<file path="config.mk">
export PLATFORM = sky130hd
export DESIGN_NAME = hsis_top
export DESIGN_NICKNAME = d
export VERILOG_FILES = /design/src/hdl/hsis_pkg.sv /design/src/hdl/hsis_sense_if.sv /design/src/hdl/hsis_sense.sv /design/src/hdl/hsis_top.sv
export SDC_FILE = /design/constraint.sdc
export NUM_CORES = 1
export LEC_CHECK = 0
export BUFFER_PORTS_ARGS = -buffer_cell sky130_fd_sc_hd__clkbuf_2
export CAP_MARGIN = 20
export CORE_MARGIN = 3
export CORE_UTILIZATION = 50
export DETAILED_ROUTE_END_ITERATION = 8
export GPL_TIMING_DRIVEN = 0
export PLACE_DENSITY = 0.75
export SYNTH_ARGS = -nofsm -noshare
export SYNTH_HDL_FRONTEND = slang
export SYNTH_SLANG_ARGS = --single-unit
</file>
<file path="constraint.sdc">
create_clock -name mclk_i -period 2 [get_ports mclk_i]
set_input_delay 0.1 -clock mclk_i [delete_from_list [all_inputs] [get_ports mclk_i]]
set_output_delay 0.1 -clock mclk_i [all_outputs]
set_load 0.05 [all_outputs]
</file>
<file path="src/hdl/hsis_pkg.sv">
// Purpose: Shared constants and types of the homing sequencer
// Assumes: 32-bit AXI4-Lite register file, byte addresses
// Notes:   Offsets, CTRL and CFG field positions and reset values live here; STAT fields are packed in hsis_top
package hsis_pkg;

  // Register byte offsets
  localparam logic [7:0] HSIS_OFF_CTRL = 8'h00;
  localparam logic [7:0] HSIS_OFF_CFG  = 8'h04;
  localparam logic [7:0] HSIS_OFF_SLOW = 8'h08;
  localparam logic [7:0] HSIS_OFF_FAST = 8'h0C;
  localparam logic [7:0] HSIS_OFF_STAT = 8'h10;
  localparam logic [7:0] HSIS_OFF_HPOS = 8'h14;

  // Control register fields
  localparam int HSIS_CTRL_START = 0;
  localparam int HSIS_CTRL_ABORT = 1;

  // Configuration register fields
  localparam int HSIS_CFG_DIR    = 0;  // 1 = right / positive
  localparam int HSIS_CFG_FAST   = 1;  // 1 = faster initial speed
  localparam int HSIS_CFG_METH   = 2;  // Two bits
  localparam int HSIS_CFG_ABS    = 4;  // Absolute encoder mode
  localparam int HSIS_CFG_SEL    = 8;  // Three bits, switch input
  localparam int HSIS_CFG_INV    = 11; // Invert switch input

  // Digital input bank
  localparam int HSIS_NDIN  = 8;
  localparam int HSIS_SEL_W = 3;

  // Reset values
  localparam logic [31:0] HSIS_CFG_RST  = 32'h0000_0000;
  localparam logic [31:0] HSIS_SLOW_RST = 32'h0000_0100;
  localparam logic [31:0] HSIS_FAST_RST = 32'h0000_1000;

  // Bus responses
  localparam logic [1:0] HSIS_RESP_OKAY   = 2'h0;
  localparam logic [1:0] HSIS_RESP_SLVERR = 2'h2;

  // Search methods
  typedef enum logic [1:0] {
    HSIS_M_INDEX    = 2'h0,
    HSIS_M_SWITCH   = 2'h1,
    HSIS_M_SW_IDX_L = 2'h2,
    HSIS_M_SW_IDX_R = 2'h3
  } hsis_method_t;

  // Sequencer states, one-hot
  typedef enum logic [2:0] {
    HSIS_S_IDLE  = 3'h1,
    HSIS_S_FIRST = 3'h2,
    HSIS_S_FINE  = 3'h4
  } hsis_state_t;

endpackage

</file>
<file path="src/hdl/hsis_sense_if.sv">
// Purpose: Carries switch selection and detected events
// Assumes: One clock domain
// Notes:   Sense end drives levels, sequencer end drives selection
`timescale 1ns/1ps
`default_nettype none
interface hsis_sense_if;
  import hsis_pkg::*;
  logic [HSIS_SEL_W-1:0] sel;
  logic                  inv;
  logic                  sw_lvl;
  logic                  idx_hit;
  modport sense (input sel, input inv, output sw_lvl, output idx_hit);
  modport seq   (output sel, output inv, input sw_lvl, input idx_hit);
endinterface
`default_nettype wire

</file>
<file path="src/hdl/hsis_sense.sv">
// Purpose: Picks the home switch input and finds index rising edges
// Assumes: Inputs synchronous to mclk_i
// Notes:   Both outputs are registered, one cycle behind the pins
`timescale 1ns/1ps
`default_nettype none
module hsis_sense
  import hsis_pkg::*;
(
  input  wire logic                 mclk_i,
  input  wire logic                 rst_i,
  input  wire logic                 ce_i,
  input  wire logic [HSIS_NDIN-1:0] din_i,
  input  wire logic                 index_i,
  hsis_sense_if.sense               sn
);

  logic idx_prev;
  wire  pick = din_i[sn.sel] ^ sn.inv;  // Selected input, polarity fixed

  // Switch level and index edge registers
  always_ff @(posedge mclk_i) begin
    if (rst_i) begin
      sn.sw_lvl  <= 1'b0;
      sn.idx_hit <= 1'b0;
      idx_prev   <= 1'b0;
    end else if (ce_i) begin
      sn.sw_lvl  <= pick;
      sn.idx_hit <= index_i & ~idx_prev;
      idx_prev   <= index_i;
    end
  end
endmodule // hsis_sense
`default_nettype wire

</file>
<file path="src/hdl/hsis_top.sv">
// Purpose: Homing sequencer with switch, index and absolute modes
// Assumes: AXI4-Lite register access, inputs synchronous to mclk_i
// Notes:   speed_o is a magnitude, dir_o gives its sign
// Contract
// - The first search moves in the configured initial direction.
// - The first search runs at the slower or faster configured speed.
// - Index-only search waits for the index pulse and ignores the switch.
// - Switch-only search ends on assertion of the home switch.
// - Switch-then-left method goes slow and left to the next index.
// - Switch-then-right method goes slow and right to the next index.
// - The home switch is a selectable, invertible digital input.
// - The first phase uses both initial direction and initial speed.
// - Fast-left setup runs negative fast to the switch, then slow.
// - Absolute mode takes the present position as home, no motion.
`timescale 1ns/1ps
`default_nettype none
module hsis_top
  import hsis_pkg::*;
#(
  parameter int PW = 32
)(
  input  wire logic                 mclk_i,
  input  wire logic                 rst_i,
  input  wire logic                 ce_i,
  input  wire logic [7:0]           s_axi_awaddr_i,
  input  wire logic                 s_axi_awvalid_i,
  output logic                      s_axi_awready_o,
  input  wire logic [31:0]          s_axi_wdata_i,
  input  wire logic [3:0]           s_axi_wstrb_i,
  input  wire logic                 s_axi_wvalid_i,
  output logic                      s_axi_wready_o,
  output logic [1:0]                s_axi_bresp_o,
  output logic                      s_axi_bvalid_o,
  input  wire logic                 s_axi_bready_i,
  input  wire logic [7:0]           s_axi_araddr_i,
  input  wire logic                 s_axi_arvalid_i,
  output logic                      s_axi_arready_o,
  output logic [31:0]               s_axi_rdata_o,
  output logic [1:0]                s_axi_rresp_o,
  output logic                      s_axi_rvalid_o,
  input  wire logic                 s_axi_rready_i,
  input  wire logic [HSIS_NDIN-1:0] din_i,
  input  wire logic                 index_i,
  input  wire logic [PW-1:0]        pos_i,
  output logic                      run_o,
  output logic                      dir_o,
  output logic [31:0]               speed_o,
  output logic [PW-1:0]             home_pos_o,
  output logic                      homed_o,
  output logic                      busy_o
);

  // Byte-lane merge for partial register writes
  function automatic logic [31:0] merge(input logic [31:0] old,
                                        input logic [31:0] nw,
                                        input logic [3:0]  be);
    logic [31:0] r;
    r = old;
    for (int i = 0; i < 4; i++) begin
      if (be[i]) begin
        r[i*8 +: 8] = nw[i*8 +: 8];
      end
    end
    return r;
  endfunction

  hsis_sense_if sif ();

  hsis_state_t  st;
  hsis_method_t run_meth;
  logic         run_fast;
  logic         run_dir;
  logic [31:0]  cfg;
  logic [31:0]  slow_spd;
  logic [31:0]  fast_spd;
  logic         aw_held;
  logic         w_held;
  logic [7:0]   wa;
  logic [31:0]  wd;
  logic [3:0]   ws;

  // Switch selection from configuration
  assign sif.sel = cfg[HSIS_CFG_SEL +: HSIS_SEL_W];
  assign sif.inv = cfg[HSIS_CFG_INV];

  hsis_sense u_sense (
    .mclk_i  (mclk_i),
    .rst_i   (rst_i),
    .ce_i    (ce_i),
    .din_i   (din_i),
    .index_i (index_i),
    .sn      (sif.sense)
  );

  // Write channel handshakes
  assign s_axi_awready_o = !aw_held && !s_axi_bvalid_o;
  assign s_axi_wready_o  = !w_held && !s_axi_bvalid_o;
  wire aw_fire = s_axi_awvalid_i && s_axi_awready_o;
  wire w_fire  = s_axi_wvalid_i && s_axi_wready_o;
  wire wr_do   = aw_held && w_held && !s_axi_bvalid_o;

  // Write address decode
  wire wr_ctrl = wr_do && (wa == HSIS_OFF_CTRL);
  wire wr_cfg  = wr_do && (wa == HSIS_OFF_CFG);
  wire wr_slow = wr_do && (wa == HSIS_OFF_SLOW);
  wire wr_fast = wr_do && (wa == HSIS_OFF_FAST);
  wire wr_hit  = wr_ctrl || wr_cfg || wr_slow || wr_fast ||
                 (wa == HSIS_OFF_STAT) || (wa == HSIS_OFF_HPOS);

  // Address and data capture, in either order
  always_ff @(posedge mclk_i) begin
    if (rst_i) begin
      aw_held <= 1'b0;
      w_held  <= 1'b0;
      wa      <= 8'h00;
      wd      <= 32'h0000_0000;
      ws      <= 4'h0;
    end else if (ce_i) begin
      if (aw_fire) begin
        aw_held <= 1'b1;
        wa      <= s_axi_awaddr_i;
      end else if (wr_do) begin
        aw_held <= 1'b0;
      end
      if (w_fire) begin
        w_held <= 1'b1;
        wd     <= s_axi_wdata_i;
        ws     <= s_axi_wstrb_i;
      end else if (wr_do) begin
        w_held <= 1'b0;
      end
    end
  end

  // Write response
  always_ff @(posedge mclk_i) begin
    if (rst_i) begin
      s_axi_bvalid_o <= 1'b0;
      s_axi_bresp_o  <= HSIS_RESP_OKAY;
    end else if (ce_i) begin
      if (wr_do) begin
        s_axi_bvalid_o <= 1'b1;
        s_axi_bresp_o  <= wr_hit ? HSIS_RESP_OKAY : HSIS_RESP_SLVERR;
      end else if (s_axi_bready_i) begin
        s_axi_bvalid_o <= 1'b0;
      end
    end
  end

  // Configuration and speed registers
  always_ff @(posedge mclk_i) begin
    if (rst_i) begin
      cfg      <= HSIS_CFG_RST;
      slow_spd <= HSIS_SLOW_RST;
      fast_spd <= HSIS_FAST_RST;
    end else if (ce_i) begin
      if (wr_cfg)  cfg      <= merge(cfg, wd, ws);
      if (wr_slow) slow_spd <= merge(slow_spd, wd, ws);
      if (wr_fast) fast_spd <= merge(fast_spd, wd, ws);
    end
  end

  // Read channel
  assign s_axi_arready_o = !s_axi_rvalid_o;
  wire ar_fire = s_axi_arvalid_i && s_axi_arready_o;
  wire [7:0] ra = s_axi_araddr_i;
  wire [31:0] stat_word = {25'h0, st, 2'h0, homed_o, busy_o};
  wire rd_hit = (ra == HSIS_OFF_CTRL) || (ra == HSIS_OFF_CFG) ||
                (ra == HSIS_OFF_SLOW) || (ra == HSIS_OFF_FAST) ||
                (ra == HSIS_OFF_STAT) || (ra == HSIS_OFF_HPOS);
  wire [31:0] rd_mux =
    (ra == HSIS_OFF_CFG)  ? cfg :
    (ra == HSIS_OFF_SLOW) ? slow_spd :
    (ra == HSIS_OFF_FAST) ? fast_spd :
    (ra == HSIS_OFF_STAT) ? stat_word :
    (ra == HSIS_OFF_HPOS) ? 32'(home_pos_o) : 32'h0000_0000;

  // Read data register
  always_ff @(posedge mclk_i) begin
    if (rst_i) begin
      s_axi_rvalid_o <= 1'b0;
      s_axi_rdata_o  <= 32'h0000_0000;
      s_axi_rresp_o  <= HSIS_RESP_OKAY;
    end else if (ce_i) begin
      if (ar_fire) begin
        s_axi_rvalid_o <= 1'b1;
        s_axi_rdata_o  <= rd_mux;
        s_axi_rresp_o  <= rd_hit ? HSIS_RESP_OKAY : HSIS_RESP_SLVERR;
      end else if (s_axi_rready_i) begin
        s_axi_rvalid_o <= 1'b0;
      end
    end
  end

  // Commands from the control register
  wire start_req = wr_ctrl && ws[0] && wd[HSIS_CTRL_START];
  wire abort_req = wr_ctrl && ws[0] && wd[HSIS_CTRL_ABORT];
  wire idle      = (st == HSIS_S_IDLE);
  wire start_ok  = start_req && idle && !abort_req;  // Abort wins
  wire cfg_abs   = cfg[HSIS_CFG_ABS];
  wire start_abs = start_ok && cfg_abs;
  wire start_mv  = start_ok && !cfg_abs;
  wire cfg_dir   = cfg[HSIS_CFG_DIR];
  wire cfg_fast  = cfg[HSIS_CFG_FAST];
  hsis_method_t cfg_meth;
  assign cfg_meth = hsis_method_t'(cfg[HSIS_CFG_METH +: 2]);

  // Target detection per phase
  wire first_tgt = (run_meth == HSIS_M_INDEX) ? sif.idx_hit
                                              : sif.sw_lvl;
  wire first_hit = (st == HSIS_S_FIRST) && first_tgt;
  wire fine_hit  = (st == HSIS_S_FINE) && sif.idx_hit;
  wire two_step  = (run_meth == HSIS_M_SW_IDX_L) ||
                   (run_meth == HSIS_M_SW_IDX_R);
  wire go_fine   = first_hit && two_step;
  wire found     = (first_hit && !two_step) || fine_hit;
  wire finish    = (found || start_abs) && !abort_req;

  // Next state and motion values
  hsis_state_t next_st;
  assign next_st = abort_req ? HSIS_S_IDLE :
                   start_mv  ? HSIS_S_FIRST :
                   go_fine   ? HSIS_S_FINE :
                   found     ? HSIS_S_IDLE : st;
  wire next_dir = start_mv ? cfg_dir :
                  go_fine  ? (run_meth == HSIS_M_SW_IDX_R) : dir_o;
  wire [31:0] next_speed =
    start_mv ? (cfg_fast ? fast_spd : slow_spd) :
    go_fine  ? slow_spd : speed_o;

  // Sequencer state and motion command
  always_ff @(posedge mclk_i) begin
    if (rst_i) begin
      st      <= HSIS_S_IDLE;
      run_o   <= 1'b0;
      dir_o   <= 1'b0;
      speed_o <= 32'h0000_0000;
    end else if (ce_i) begin
      st      <= next_st;
      run_o   <= (next_st != HSIS_S_IDLE);
      dir_o   <= next_dir;
      speed_o <= next_speed;
    end
  end

  // Latched run settings
  always_ff @(posedge mclk_i) begin
    if (rst_i) begin
      run_meth <= HSIS_M_INDEX;
      run_fast <= 1'b0;
      run_dir  <= 1'b0;
    end else if (ce_i && start_mv) begin
      run_meth <= cfg_meth;
      run_fast <= cfg_fast;
      run_dir  <= cfg_dir;
    end
  end

  // Home position and status
  always_ff @(posedge mclk_i) begin
    if (rst_i) begin
      home_pos_o <= '0;
      homed_o    <= 1'b0;
    end else if (ce_i) begin
      if (finish) begin
        home_pos_o <= pos_i;
        homed_o    <= 1'b1;
      end else if (start_mv) begin
        homed_o    <= 1'b0;
      end
    end
  end

  assign busy_o = !idle;
endmodule // hsis_top
`default_nettype wire

</file>
-- Yosys cells after proc, flatten, opt, wreduce, memory -nomap -nowiden
Cells that the tools add are included.
- register bits after elaboration: 255
- word-level logic and storage cells: 157
- output and inout port bits: 109
- input port bits: 101
- order comparisons: 1
- equal/unequal tests: 16
- reduce and logical (&&, ||, !) cells: 77
- bitwise gates (word level): 3
- muxes and demuxes: 28
- operators with widths (operator ; number):
    $mux W32 ; 8
    $reduce_and A3 Y1 ; 12
    $eq A8 B4 Y1 const B ; 4
    $eq A8 B5 Y1 const B ; 4
    $logic_and A1 B1 Y1 ; 24
    $reduce_and A2 Y1 ; 11
    $eq A8 B3 Y1 const B ; 2
    $logic_not A8 Y1 ; 2
    $logic_or A1 B1 Y1 ; 13
    $mux W1 ; 13
    $mux W3 ; 4
    $reduce_bool A2 Y1 ; 6
    $logic_not A1 Y1 ; 8
    $eq A2 B2 Y1 const B ; 2
    $lt A3 B4 Y1 const B ; 1
    $mux W2 ; 2
    $bmux W1 S3 ; 1
    $eq A3 B1 Y1 const B ; 1
    $eq A3 B2 Y1 const B ; 1
    $eq A3 B3 Y1 const B ; 1
    $ne A3 B1 Y1 const B ; 1
    $logic_not A2 Y1 ; 1
    $and A1 B1 Y1 ; 1
    $not A1 Y1 ; 1
    $xor A1 B1 Y1 ; 1

-- Logic depth before layout (Yosys ltp)
Gate-level depths: netlist of the first run.
- depth after elaboration: 12
- depth in mapped cells: 9
- gate-level depth less buffers: 5

-- Hierarchy
From an unflattened synthesis of the first run, not the netlist that was laid out.
- cell total of the unflattened synthesis: 1245
- area, all modules: 10845.4 um^2
- by module, submodules not included (module ; cells an instance ; area each (um^2) ; times used ; seq. area each (um^2)):
    hsis_top ; 1229 ; 10662.7 ; 1 ; 5004.8
    hsis_sense ; 16 ; 182.7 ; 1 ; 60.1

-- Worst setup path after synthesis of the first run
No wires, ideal clock.
- path kind: reg-to-reg
- from: register st[0]
- to: register speed_o[10]
- period minus slack after synthesis: 2372 ps
- required time: 1914 ps
- setup slack: -372 ps
- library setup time: 86 ps
- arrival: 2286 ps
- path buffers: 3
- cell stages (with the launch flop): 9
- path through: dfxtp_1 > buf_2 > or3b_2 > clkbuf_1 > nor3_2 > nand3_2 > buf_2 > mux2i_1 > a211oi_1
- longest elaborated chain between the ends: 6
- elaborated cells on any way between the ends: 10
- those cells by class: 2 x eq/ne; 1 x mux; 7 x reduce/logical
- RTL lines (element ; line ; text):
    start, declared ; hsis_top.sv:69 ; hsis_state_t st;
    start signal, assigned ; hsis_top.sv:239 ; st <= next_st;
    $eq A3 B1 Y1 ; hsis_top.sv:198 ; wire idle = (st == HSIS_S_IDLE);
    $logic_and A1 B1 Y1 (2 in a row) ; hsis_top.sv:199 ; wire start_ok = start_req && idle && !abort_req;
    $logic_and A1 B1 Y1 ; hsis_top.sv:202 ; wire start_mv = start_ok && !cfg_abs;
    $reduce_bool A2 Y1 (no source line) ; -- ;
    $reduce_and A2 Y1 (no source line) ; -- ;
    end signal, assigned ; hsis_top.sv:242 ; speed_o <= next_speed;
    end, declared ; hsis_top.sv:47 ; output logic [31:0] speed_o,
Several ways; a longest one is shown, not always the timed one.
A chain may end at the register's enable or synchronous reset.

-- Final worst setup path of the first run
- from: register wa[7]
- to: register speed_o[0]
- longest elaborated chain between the ends: 9
- elaborated cells on any way between the ends: 12
- those cells by class: 1 x mux; 11 x reduce/logical
- RTL lines (element ; line ; text):
    start, declared ; hsis_top.sv:78 ; logic [7:0] wa;
    start signal, assigned ; hsis_top.sv:121 ; wa <= s_axi_awaddr_i;
    $logic_not A8 Y1 * ; hsis_top.sv:103 ; wire wr_ctrl = wr_do && (wa == HSIS_OFF_CTRL);
    $logic_and A1 B1 Y1 * ; hsis_top.sv:103 ;
    $logic_and A1 B1 Y1 * ; hsis_top.sv:196, hsis_top.sv:197 ;
    $logic_and A1 B1 Y1 (on tied branches) ; hsis_top.sv:196, hsis_top.sv:197 ;
    $logic_and A1 B1 Y1 / $logic_not A1 Y1 (equally long branches) ; hsis_top.sv:199 ;
    $logic_and A1 B1 Y1 * ; hsis_top.sv:199 ;
    $logic_and A1 B1 Y1 * ; hsis_top.sv:202 ;
    $reduce_bool A2 Y1 (no source line) ; -- ;
    $reduce_and A2 Y1 (no source line) ; -- ;
Every way passes the cells marked *; elsewhere a longest branch is shown, timed or not.

==> results by group, run 1 <==
STA
  • Worst-Margin Slew: 0.880 ns
  • Setup TNS: -26.12 ns
  • Hold_ws: 0.0712 ns
  • Max-slew violation count: 0
  • RSZ-0062 raised after global routing: yes
  • Slew HR: 41.4%
  • Fin. Hold Viols: 0
  • Post-Route Skew: 0.00795 ns
  • Tcrit/Tclk final: 113%
  • Endpoints failing setup: 157
  • Final min period: 2.26 ns
  • Max Clk Rate: 442 MHz
  • Final Worst Setup Slack: -0.261 ns

Die
  • Die H: 155 um
  • FP Rows: 53
  • Top-level port count: 210
  • Core area: 0.0214 mm^2
  • Die ar.: 0.0240 mm^2
  • Initial Util: 51.9%
  • Die W: 155 um

Finish
  • Commonest non-fill, non-tap cell in the layout: dfxtp_1
  • Design area: 0.0151 mm^2
  • Final core occ: 70.5%
  • Final Net Count: 1697
  • ANT cells: 0
  • Most frequent cells in the layout: dfxtp_1, clkbuf_2, nand2_1
  • Layout cells sized above 1: 25.3%
  • Area grow syn2layout: 35.9%
  • Fin cells: 1888

Yosys
  • Mapped Cells: 1254
  • Avg Cell Area, Syn: 8.86 um^2
  • Register area share after synthesis: 45.6%
  • Top_reg_cell synth: dfxtp_1
  • Asr flop ratio synth: 0%
  • Synth warn: 0
  • EDFF count, synth: 0
  • FF+latch count, synth: 253
  • Netlist cell types: 60
  • Netlist Area Pre-Place: 0.0111 mm^2

Route
  • DR iter-0 viols: 1088
  • DRC violations left: 0
  • Antenna viol nets, final: 0
  • Routed Wire Length: 39.3 mm
  • Routed WL per cell: 20.8 um
  • Drt pass-1 iters: 5
  • Via/cell ratio: 5.89
  • Via total after detailed routing: 11115

Worst setup path
  • Worst path slowest cell: or4_4
  • Worst setup SP type: flop
  • Critical Path RT: 2.39 ns
  • Crit. End Element: flop
  • Family with the most delay on the worst path: simple AND/OR/NAND/NOR gates
  • Cell Chain, Critical Path: or4_4 -> nor4_4 -> buf_6 -> nand3_4 -> buf_4 -> mux2i_2 -> a211oi_1
  • Kind of critical path: reg -> reg
  • Buf/Inv on CP: 2
  • Worst-path fanout max: 7
  • Max incr delay on CP: 0.58 ns
  • Worst EP arrival: 2.65 ns

Pwr
  • Comb pwr share: 9.6%
  • Clk pwr share: 44.4%
  • VDD IR max: 0.000603 V
  • Internal power: 8.55 mW
  • NetSw: 2.81 mW
  • Total leakage power: 6.41 nW
  • Sw Share: 24.7%
  • Power share of the sequential group: 46.0%
  • PwrDens: 752 mW/mm^2

Global routing
  • Vias in the first global route: 10553
  • Initial antenna violation count: 0
  • Grt total ovfl: 0
  • Gr usage total: 31.0%
  • Largest net degree at the start of global routing: 14
  • First-pass GRT wire length: 59.1 mm

Place
  • Port-buffer cells: 206
  • Gpl congestion: 0.961
  • Hpwl dp: 26.3 mm
  • Post-place instance area: 0.0126 mm^2
  • DP Cell Count: 1736

CTS
  • CTS Buf Count: 27
  • CTS Sinks: 253
  • Root Buffer Master: clkbuf_16
  • H-Tree Depth: 1
  • Clk_lat worst skew: 0.53 ns
  • Clock transition at path regs: 0.06 ns
  • CTS Buffer Depth: 3
  • TritonCTS clock tree: yes

Min path
  • Hold WC Path Type: in -> reg

Run status
  • Failing checks: setup timing
  • Status: finished, violations left

Flow run
  • Max-cap violations: 0
logic make-up after synthesis:
| family | count (synthesis) | share of synthesized area (%) |
|---|---|---|
| AO/OA/AOI/OAI | 254 | 14.5 |
| XOR/XNOR | 2 | 0.158 |
| buffers and inverters | 103 | 4.24 |
| flip-flops | 253 | 45.6 |
| multiplexers | 145 | 13.3 |
| other | 1 | 0.0337 |
| AND/OR/NAND/NOR | 496 | 22.2 |
worst min-delay path, delay by kind of cell:
kind,cells,cell delay [ns]
buf+inv,1,0.16
simple gates,1,0.18
mux,1,0.11
metrics by stage:
step           power, mW  worst slack (ns)
2_1_floorplan       5.86           -0.0262
3_3_place_gp        6.20            -0.612
3_5_place_dp        6.22            -0.690
4_1_cts             11.3            -0.212
5_1_grt             11.6            -0.374
6_report            11.4            -0.261
layout make-up:
type,count,area (um^2)
plain buffers,90,587
multi-input cells,899,5960
flip-flops and latches,253,5070
inverters,7,30.0
clock buffers,40,805
well taps,275,344
repair buffers,318,2210
clock inverters,6,86.3
fillers,1593,6320
cells in the mapped netlist, types with 6 or more instances:
cell type,count,area (um^2)
dfxtp_1,253,5060
nand4_2,8,100
or3_1,21,131
o2111ai_1,7,61.3
inv_1,6,22.5
and3_1,9,56.3
nand3_1,8,40.0
nand2b_1,87,544
nor2b_1,9,56.3
a22oi_1,20,150
nand3b_1,6,45.0
nand2_1,172,646
buf_2,17,85.1
clkbuf_1,67,251
a22o_1,8,70.1
nor3_1,9,45.0
mux2i_1,141,1410
a211oi_1,55,413
o2bb2ai_1,7,61.3
a21oi_1,138,691
nor2_1,142,533
power by group through the flow:
stage	combinational (mW)	clock, mW	sequential [mW]
floorplan	0.440	0	5.42
global placement	0.887	0	5.32
detailed placement	0.898	0	5.32
CTS	1.05	5.05	5.22
global route	1.15	5.23	5.23
finish	1.09	5.05	5.22
path summary, 6_finish.rpt:
check | start | endpoint | slack, ns | cells after the start
worst max-delay path | wa[7]$_SDFFE_PP0P_ | speed_o[0]$_SDFFE_PP0P_ | -0.26 | 7
worst min-delay path | rst_i | home_pos_o[15]$_SDFFE_PP0P_ | 0.07 | 3
worst max register to register | wa[7]$_SDFFE_PP0P_ | speed_o[0]$_SDFFE_PP0P_ | -0.26 | 7
worst min register to register | wa[7]$_SDFFE_PP0P_ | wa[7]$_SDFFE_PP0P_ | 0.45 | 2
flip-flops by register name (all words and copies together) (netlist names), 4 cells and up:
signal	cells
cfg	32
fast_spd	32
home_pos_o	32
s_axi_rdata_o	32
slow_spd	32
speed_o	32
wd	32
wa	8
ws	4
per-layer routing:
layer  track usage [%]  routed length, um  part of all wire (%)
met1              41.8              15600                    40
met2              49.9              18100                    46
met3              4.37               3970                    10
met4              13.0               1650                   4.2
met5                 0                  0                     0
timing repair:
action	4_1_cts	5_1_grt
hold buffers	79	0
setup buffers	18	12
setup endpoints to repair	212	215
pin swaps	37	28
resized for setup	65	78
gates cloned	1	3
endpoints found under the hold margin	80	0
Note: power is estimated with default switching activity, not from simulation.
==> run 2, diff against run 1 <==
- ABC_AREA: default -> 1
==> results by group, run 2 <==
Run status
  • Status: completed

Route
  • Met3 wire length: 4.33 mm (+9.1%)
  • Via total after detailed routing: 11810 (+6.3%)
  • Met1 WL: 16.4 mm (+5.2%)
  • Routed Wire Length: 40.2 mm (+2.1%)
  • Antenna viol nets, final: 0 (unchanged)
  • DR WL met2: 18.1 mm (+0.14%)
  • Drt pass-1 iters: 5 (unchanged)
  • DR iter-0 viols: 1352 (+24%)
  • Top Layer Used: met4
  • Routed WL per cell: 18.9 um (-9.3%)
  • Via/cell ratio: 5.55 (-5.7%)
  • DRC violations left: 0 (unchanged)

Global routing
  • Gr usage total: 32.6% (+1.6 points)
  • Largest net degree at the start of global routing: 14 (unchanged)
  • First-pass GRT wire length: 61.3 mm (+3.7%)
  • Grt total ovfl: 0 (unchanged)
  • Vias in the first global route: 11002 (+4.3%)
  • Initial antenna violation count: 0 (unchanged)

Worst setup path
  • Worst EP arrival: 2.33 ns (-0.32 ns)
  • Worst setup SP type: primary input
  • FF-to-FF End: speed_o[25]$_SDFFE_PP0P_
  • Worst-path fanout max: 10 (+3)
  • Family with the most delay on the worst path: buffers and inverters
  • Critical Path RT: 2.41 ns (+0.02 ns)
  • Crit. End Element: flop
  • Max incr delay on CP: 0.62 ns (+0.04 ns)
  • Flop-to-flop setup slack: 0.10 ns (+0.36 ns)
  • Worst path slowest cell: clkbuf_1
  • Critical R2R Launch: st[0]$_SDFFE_PP1P_
  • Buf/Inv on CP: 3 (+1)
  • Reg2reg path depth: 13 (+6)
  • Kind of critical path: in -> reg
  • Cell Chain, Critical Path: dlygate4sd3_1 -> clkbuf_2 -> nor3_2 -> nand2_2 -> clkbuf_1 -> o21ai_0 -> o21bai_1 -> a21oi_1

Yosys
  • Synth area leader: dfxtp_1
  • Asr flop ratio synth: 0% (unchanged)
  • Top cells by area, synth: dfxtp_1, o21ai_0, a21oi_1
  • Synth warn: 0 (unchanged)
  • Register area share after synthesis: 46.7% (+1.1 points)
  • Top_reg_cell synth: dfxtp_1
  • Commonest cells in the netlist: dfxtp_1, nor2_1, nand2_1, o21ai_0, a21oi_1
  • Most frequent cell after synthesis: dfxtp_1
  • Post-synth top area share: 46.7% (+1.1 points)
  • Avg Cell Area, Syn: 7.18 um^2 (-19%)
  • Mapped Cells: 1510 (+20%)
  • Netlist Area Pre-Place: 0.0108 mm^2 (-2.4%)
  • FF+latch count, synth: 253 (unchanged)
  • Netlist cell types: 31 (-48%)
  • EDFF count, synth: 0 (unchanged)

Pwr
  • Total leakage power: 5.90 nW (-7.9%)
  • Power share of the sequential group: 46.2% (+0.2 points)
  • VDD IR max: 0.000576 V (-4.4%)
  • Clk pwr share: 44.7% (+0.3 points)
  • Sw Share: 25.0% (+0.27 points)
  • Comb pwr share: 9.1% (-0.5 points)
  • NetSw: 2.84 mW (+1.2%)
  • Internal power: 8.53 mW (-0.24%)
  • PwrDens: 798 mW/mm^2 (+6.1%)

Die
  • Core area: 0.0212 mm^2 (-1.2%)
  • Die ar.: 0.0235 mm^2 (-2.3%)
  • FP Rows: 53 (unchanged)
  • Initial Util: 51.3% (-0.60 points)
  • Die H: 153 um (-1.2%)
  • Top-level port count: 210 (unchanged)
  • Die W: 153 um (-1.2%)

STA
  • Final min period: 1.92 ns (-0.337 ns)
  • Max Clk Rate: 520 MHz (+17%)
  • Post-Route Skew: 0.0160 ns (+0.00803 ns)
  • Worst-Margin Slew: 0.997 ns (+0.118 ns)
  • Endpoints failing setup: 0 (-100%)
  • Max-slew violation count: 0 (unchanged)
  • Fin. Hold Viols: 0 (unchanged)
  • Slew HR: 33.5% (-7.8 points)
  • Hold_ws: 0.0278 ns (-0.0433 ns)
  • Tcrit/Tclk final: 96.2% (-17 points)

Finish
  • Final Net Count: 1935 (+14%)
  • Layout cells sized above 1: 19.9% (-5.4 points)
  • Design area: 0.0142 mm^2 (-5.7%)
  • Fillers: 1854 (+16%)
  • Area grow syn2layout: 31.3%
  • Most frequent cells in the layout: dfxtp_1, nor2_1, nand2_1, clkbuf_2, o21ai_0
  • ANT cells: 0 (unchanged)
  • Commonest non-fill, non-tap cell in the layout: dfxtp_1

Min path
  • Hold WC Path Type: in -> reg
  • Hold Path Depth: 2 (-1)
  • Hold_sp: rst_i
  • Hold EP: w_held$_SDFFE_PP0P_

Place
  • Port-buffer cells: 206 (unchanged)
  • Hpwl dp: 27.2 mm (+3.7%)
  • Gpl congestion: 0.958 (-0.31%)
  • Post-place instance area: 0.0122 mm^2 (-2.8%)

CTS
  • Clk_lat worst skew: 0.54 ns (about the same)
  • Clock transition at path regs: 0.06 ns (about the same)
  • CTS Sinks: 253 (unchanged)
  • H-Tree Depth: 1 (unchanged)
  • CTS Buf Count: 27 (unchanged)
  • Root Buffer Master: clkbuf_16
  • TritonCTS clock tree: yes
  • CTS Buffer Depth: 3 (unchanged)

Flow run
  • Max-cap violations: 0 (unchanged)
## run 2: changes by cell type after synthesis, moves of 74 or more
| cell | change |
|---|---|
| o21ai_0 | +219 |
| mux2i_1 | -141 |
| inv_1 | +126 |
| nor2_1 | +89 |
| nand2b_1 | -87 |
| a21oi_1 | +74 |
## run 2: power by group through the flow
stage                     sequential [mW]  combinational [mW]  clock [mW]
final                                5.25                1.04        5.08
after global routing                 5.26                1.12        5.28
after floorplan                      5.41               0.439           0
after global placement               5.35               0.831           0
after detailed placement             5.35               0.837           0
after CTS                            5.24               0.974        5.06
## run 2: what timing repair did
action,in CTS,in global routing
setup buffers,1,6
endpoints found under the hold margin,82,0
cloned,0,1
gates resized for setup,16,73
endpoints found under the setup margin,84,161
pin swaps,1,1
hold buffers,82,0
## run 2: cell families (layout without fill, tap and decap cells)
logic type	after synthesis	count (layout)	synth area share, %
buffers and inverters	232	572	9.41
AO/OA/AOI/OAI	453	453	21.3
other	1	2	0.0346
AND/OR/NAND/NOR	571	572	22.6
flip-flops	253	253	46.7
## run 2: how the worst max path moves through the flow
stage	startpoint	endpoint	slack, ns	depth (start not counted)
after global routing	st[0]$_SDFFE_PP1P_	speed_o[17]$_SDFFE_PP0P_	-0.02	13
final	s_axi_araddr_i[5]	s_axi_rdata_o[0]$_SDFFE_PP0P_	0.08	8
after CTS	st[0]$_SDFFE_PP1P_	speed_o[25]$_SDFFE_PP0P_	0.003	13
after global placement	wa[2]$_SDFFE_PP0P_	fast_spd[7]$_SDFFE_PP0P_	-0.21	6
after floorplan	s_axi_rvalid_o$_SDFFE_PP0P_	s_axi_rdata_o[6]$_SDFFE_PP0P_	0.008	7
after detailed placement	s_axi_rvalid_o$_SDFFE_PP0P_	s_axi_rdata_o[15]$_SDFFE_PP0P_	-0.25	6
## run 2: stage by stage
stage / util, % / setup WS [ns] / instances / setup TNS [ns] / total power [mW]
after CTS: 66.2 / 0.00279 / 2122 / 0 / 11.3
after floorplan: - / 0.00822 / 1511 / 0 / 5.85
after detailed placement: 57.8 / -0.253 / 1992 / -4.78 / 6.19
after global placement: 57.8 / -0.212 / 1992 / -4.05 / 6.18
after global routing: 67.3 / -0.0208 / 2127 / -0.103 / 11.7
final: 67.3 / 0.0758 / 2127 / 0 / 11.4
## run 2: cell type report
| cell class | count | area [um^2] | share of cell area [%] |
|---|---|---|---|
| multi-input combinational | 1027 | 4970 | 34.9 |
| buffer | 96 | 554 | 3.89 |
| tap | 275 | 344 | 2.42 |
| inverter | 134 | 503 | 3.53 |
| timing repair buffer | 295 | 1900 | 13.4 |
| clock inverter | 10 | 131 | 0.923 |
| clock buffer | 37 | 753 | 5.29 |
| sequential | 253 | 5080 | 35.7 |
## run 2: layer usage
layer,global-route usage [%],vias to the layer above
li1,-,5591
met1,44.5,5422
met2,52.5,699
met3,6.23,98
met4,10.1,0
met5,0,-
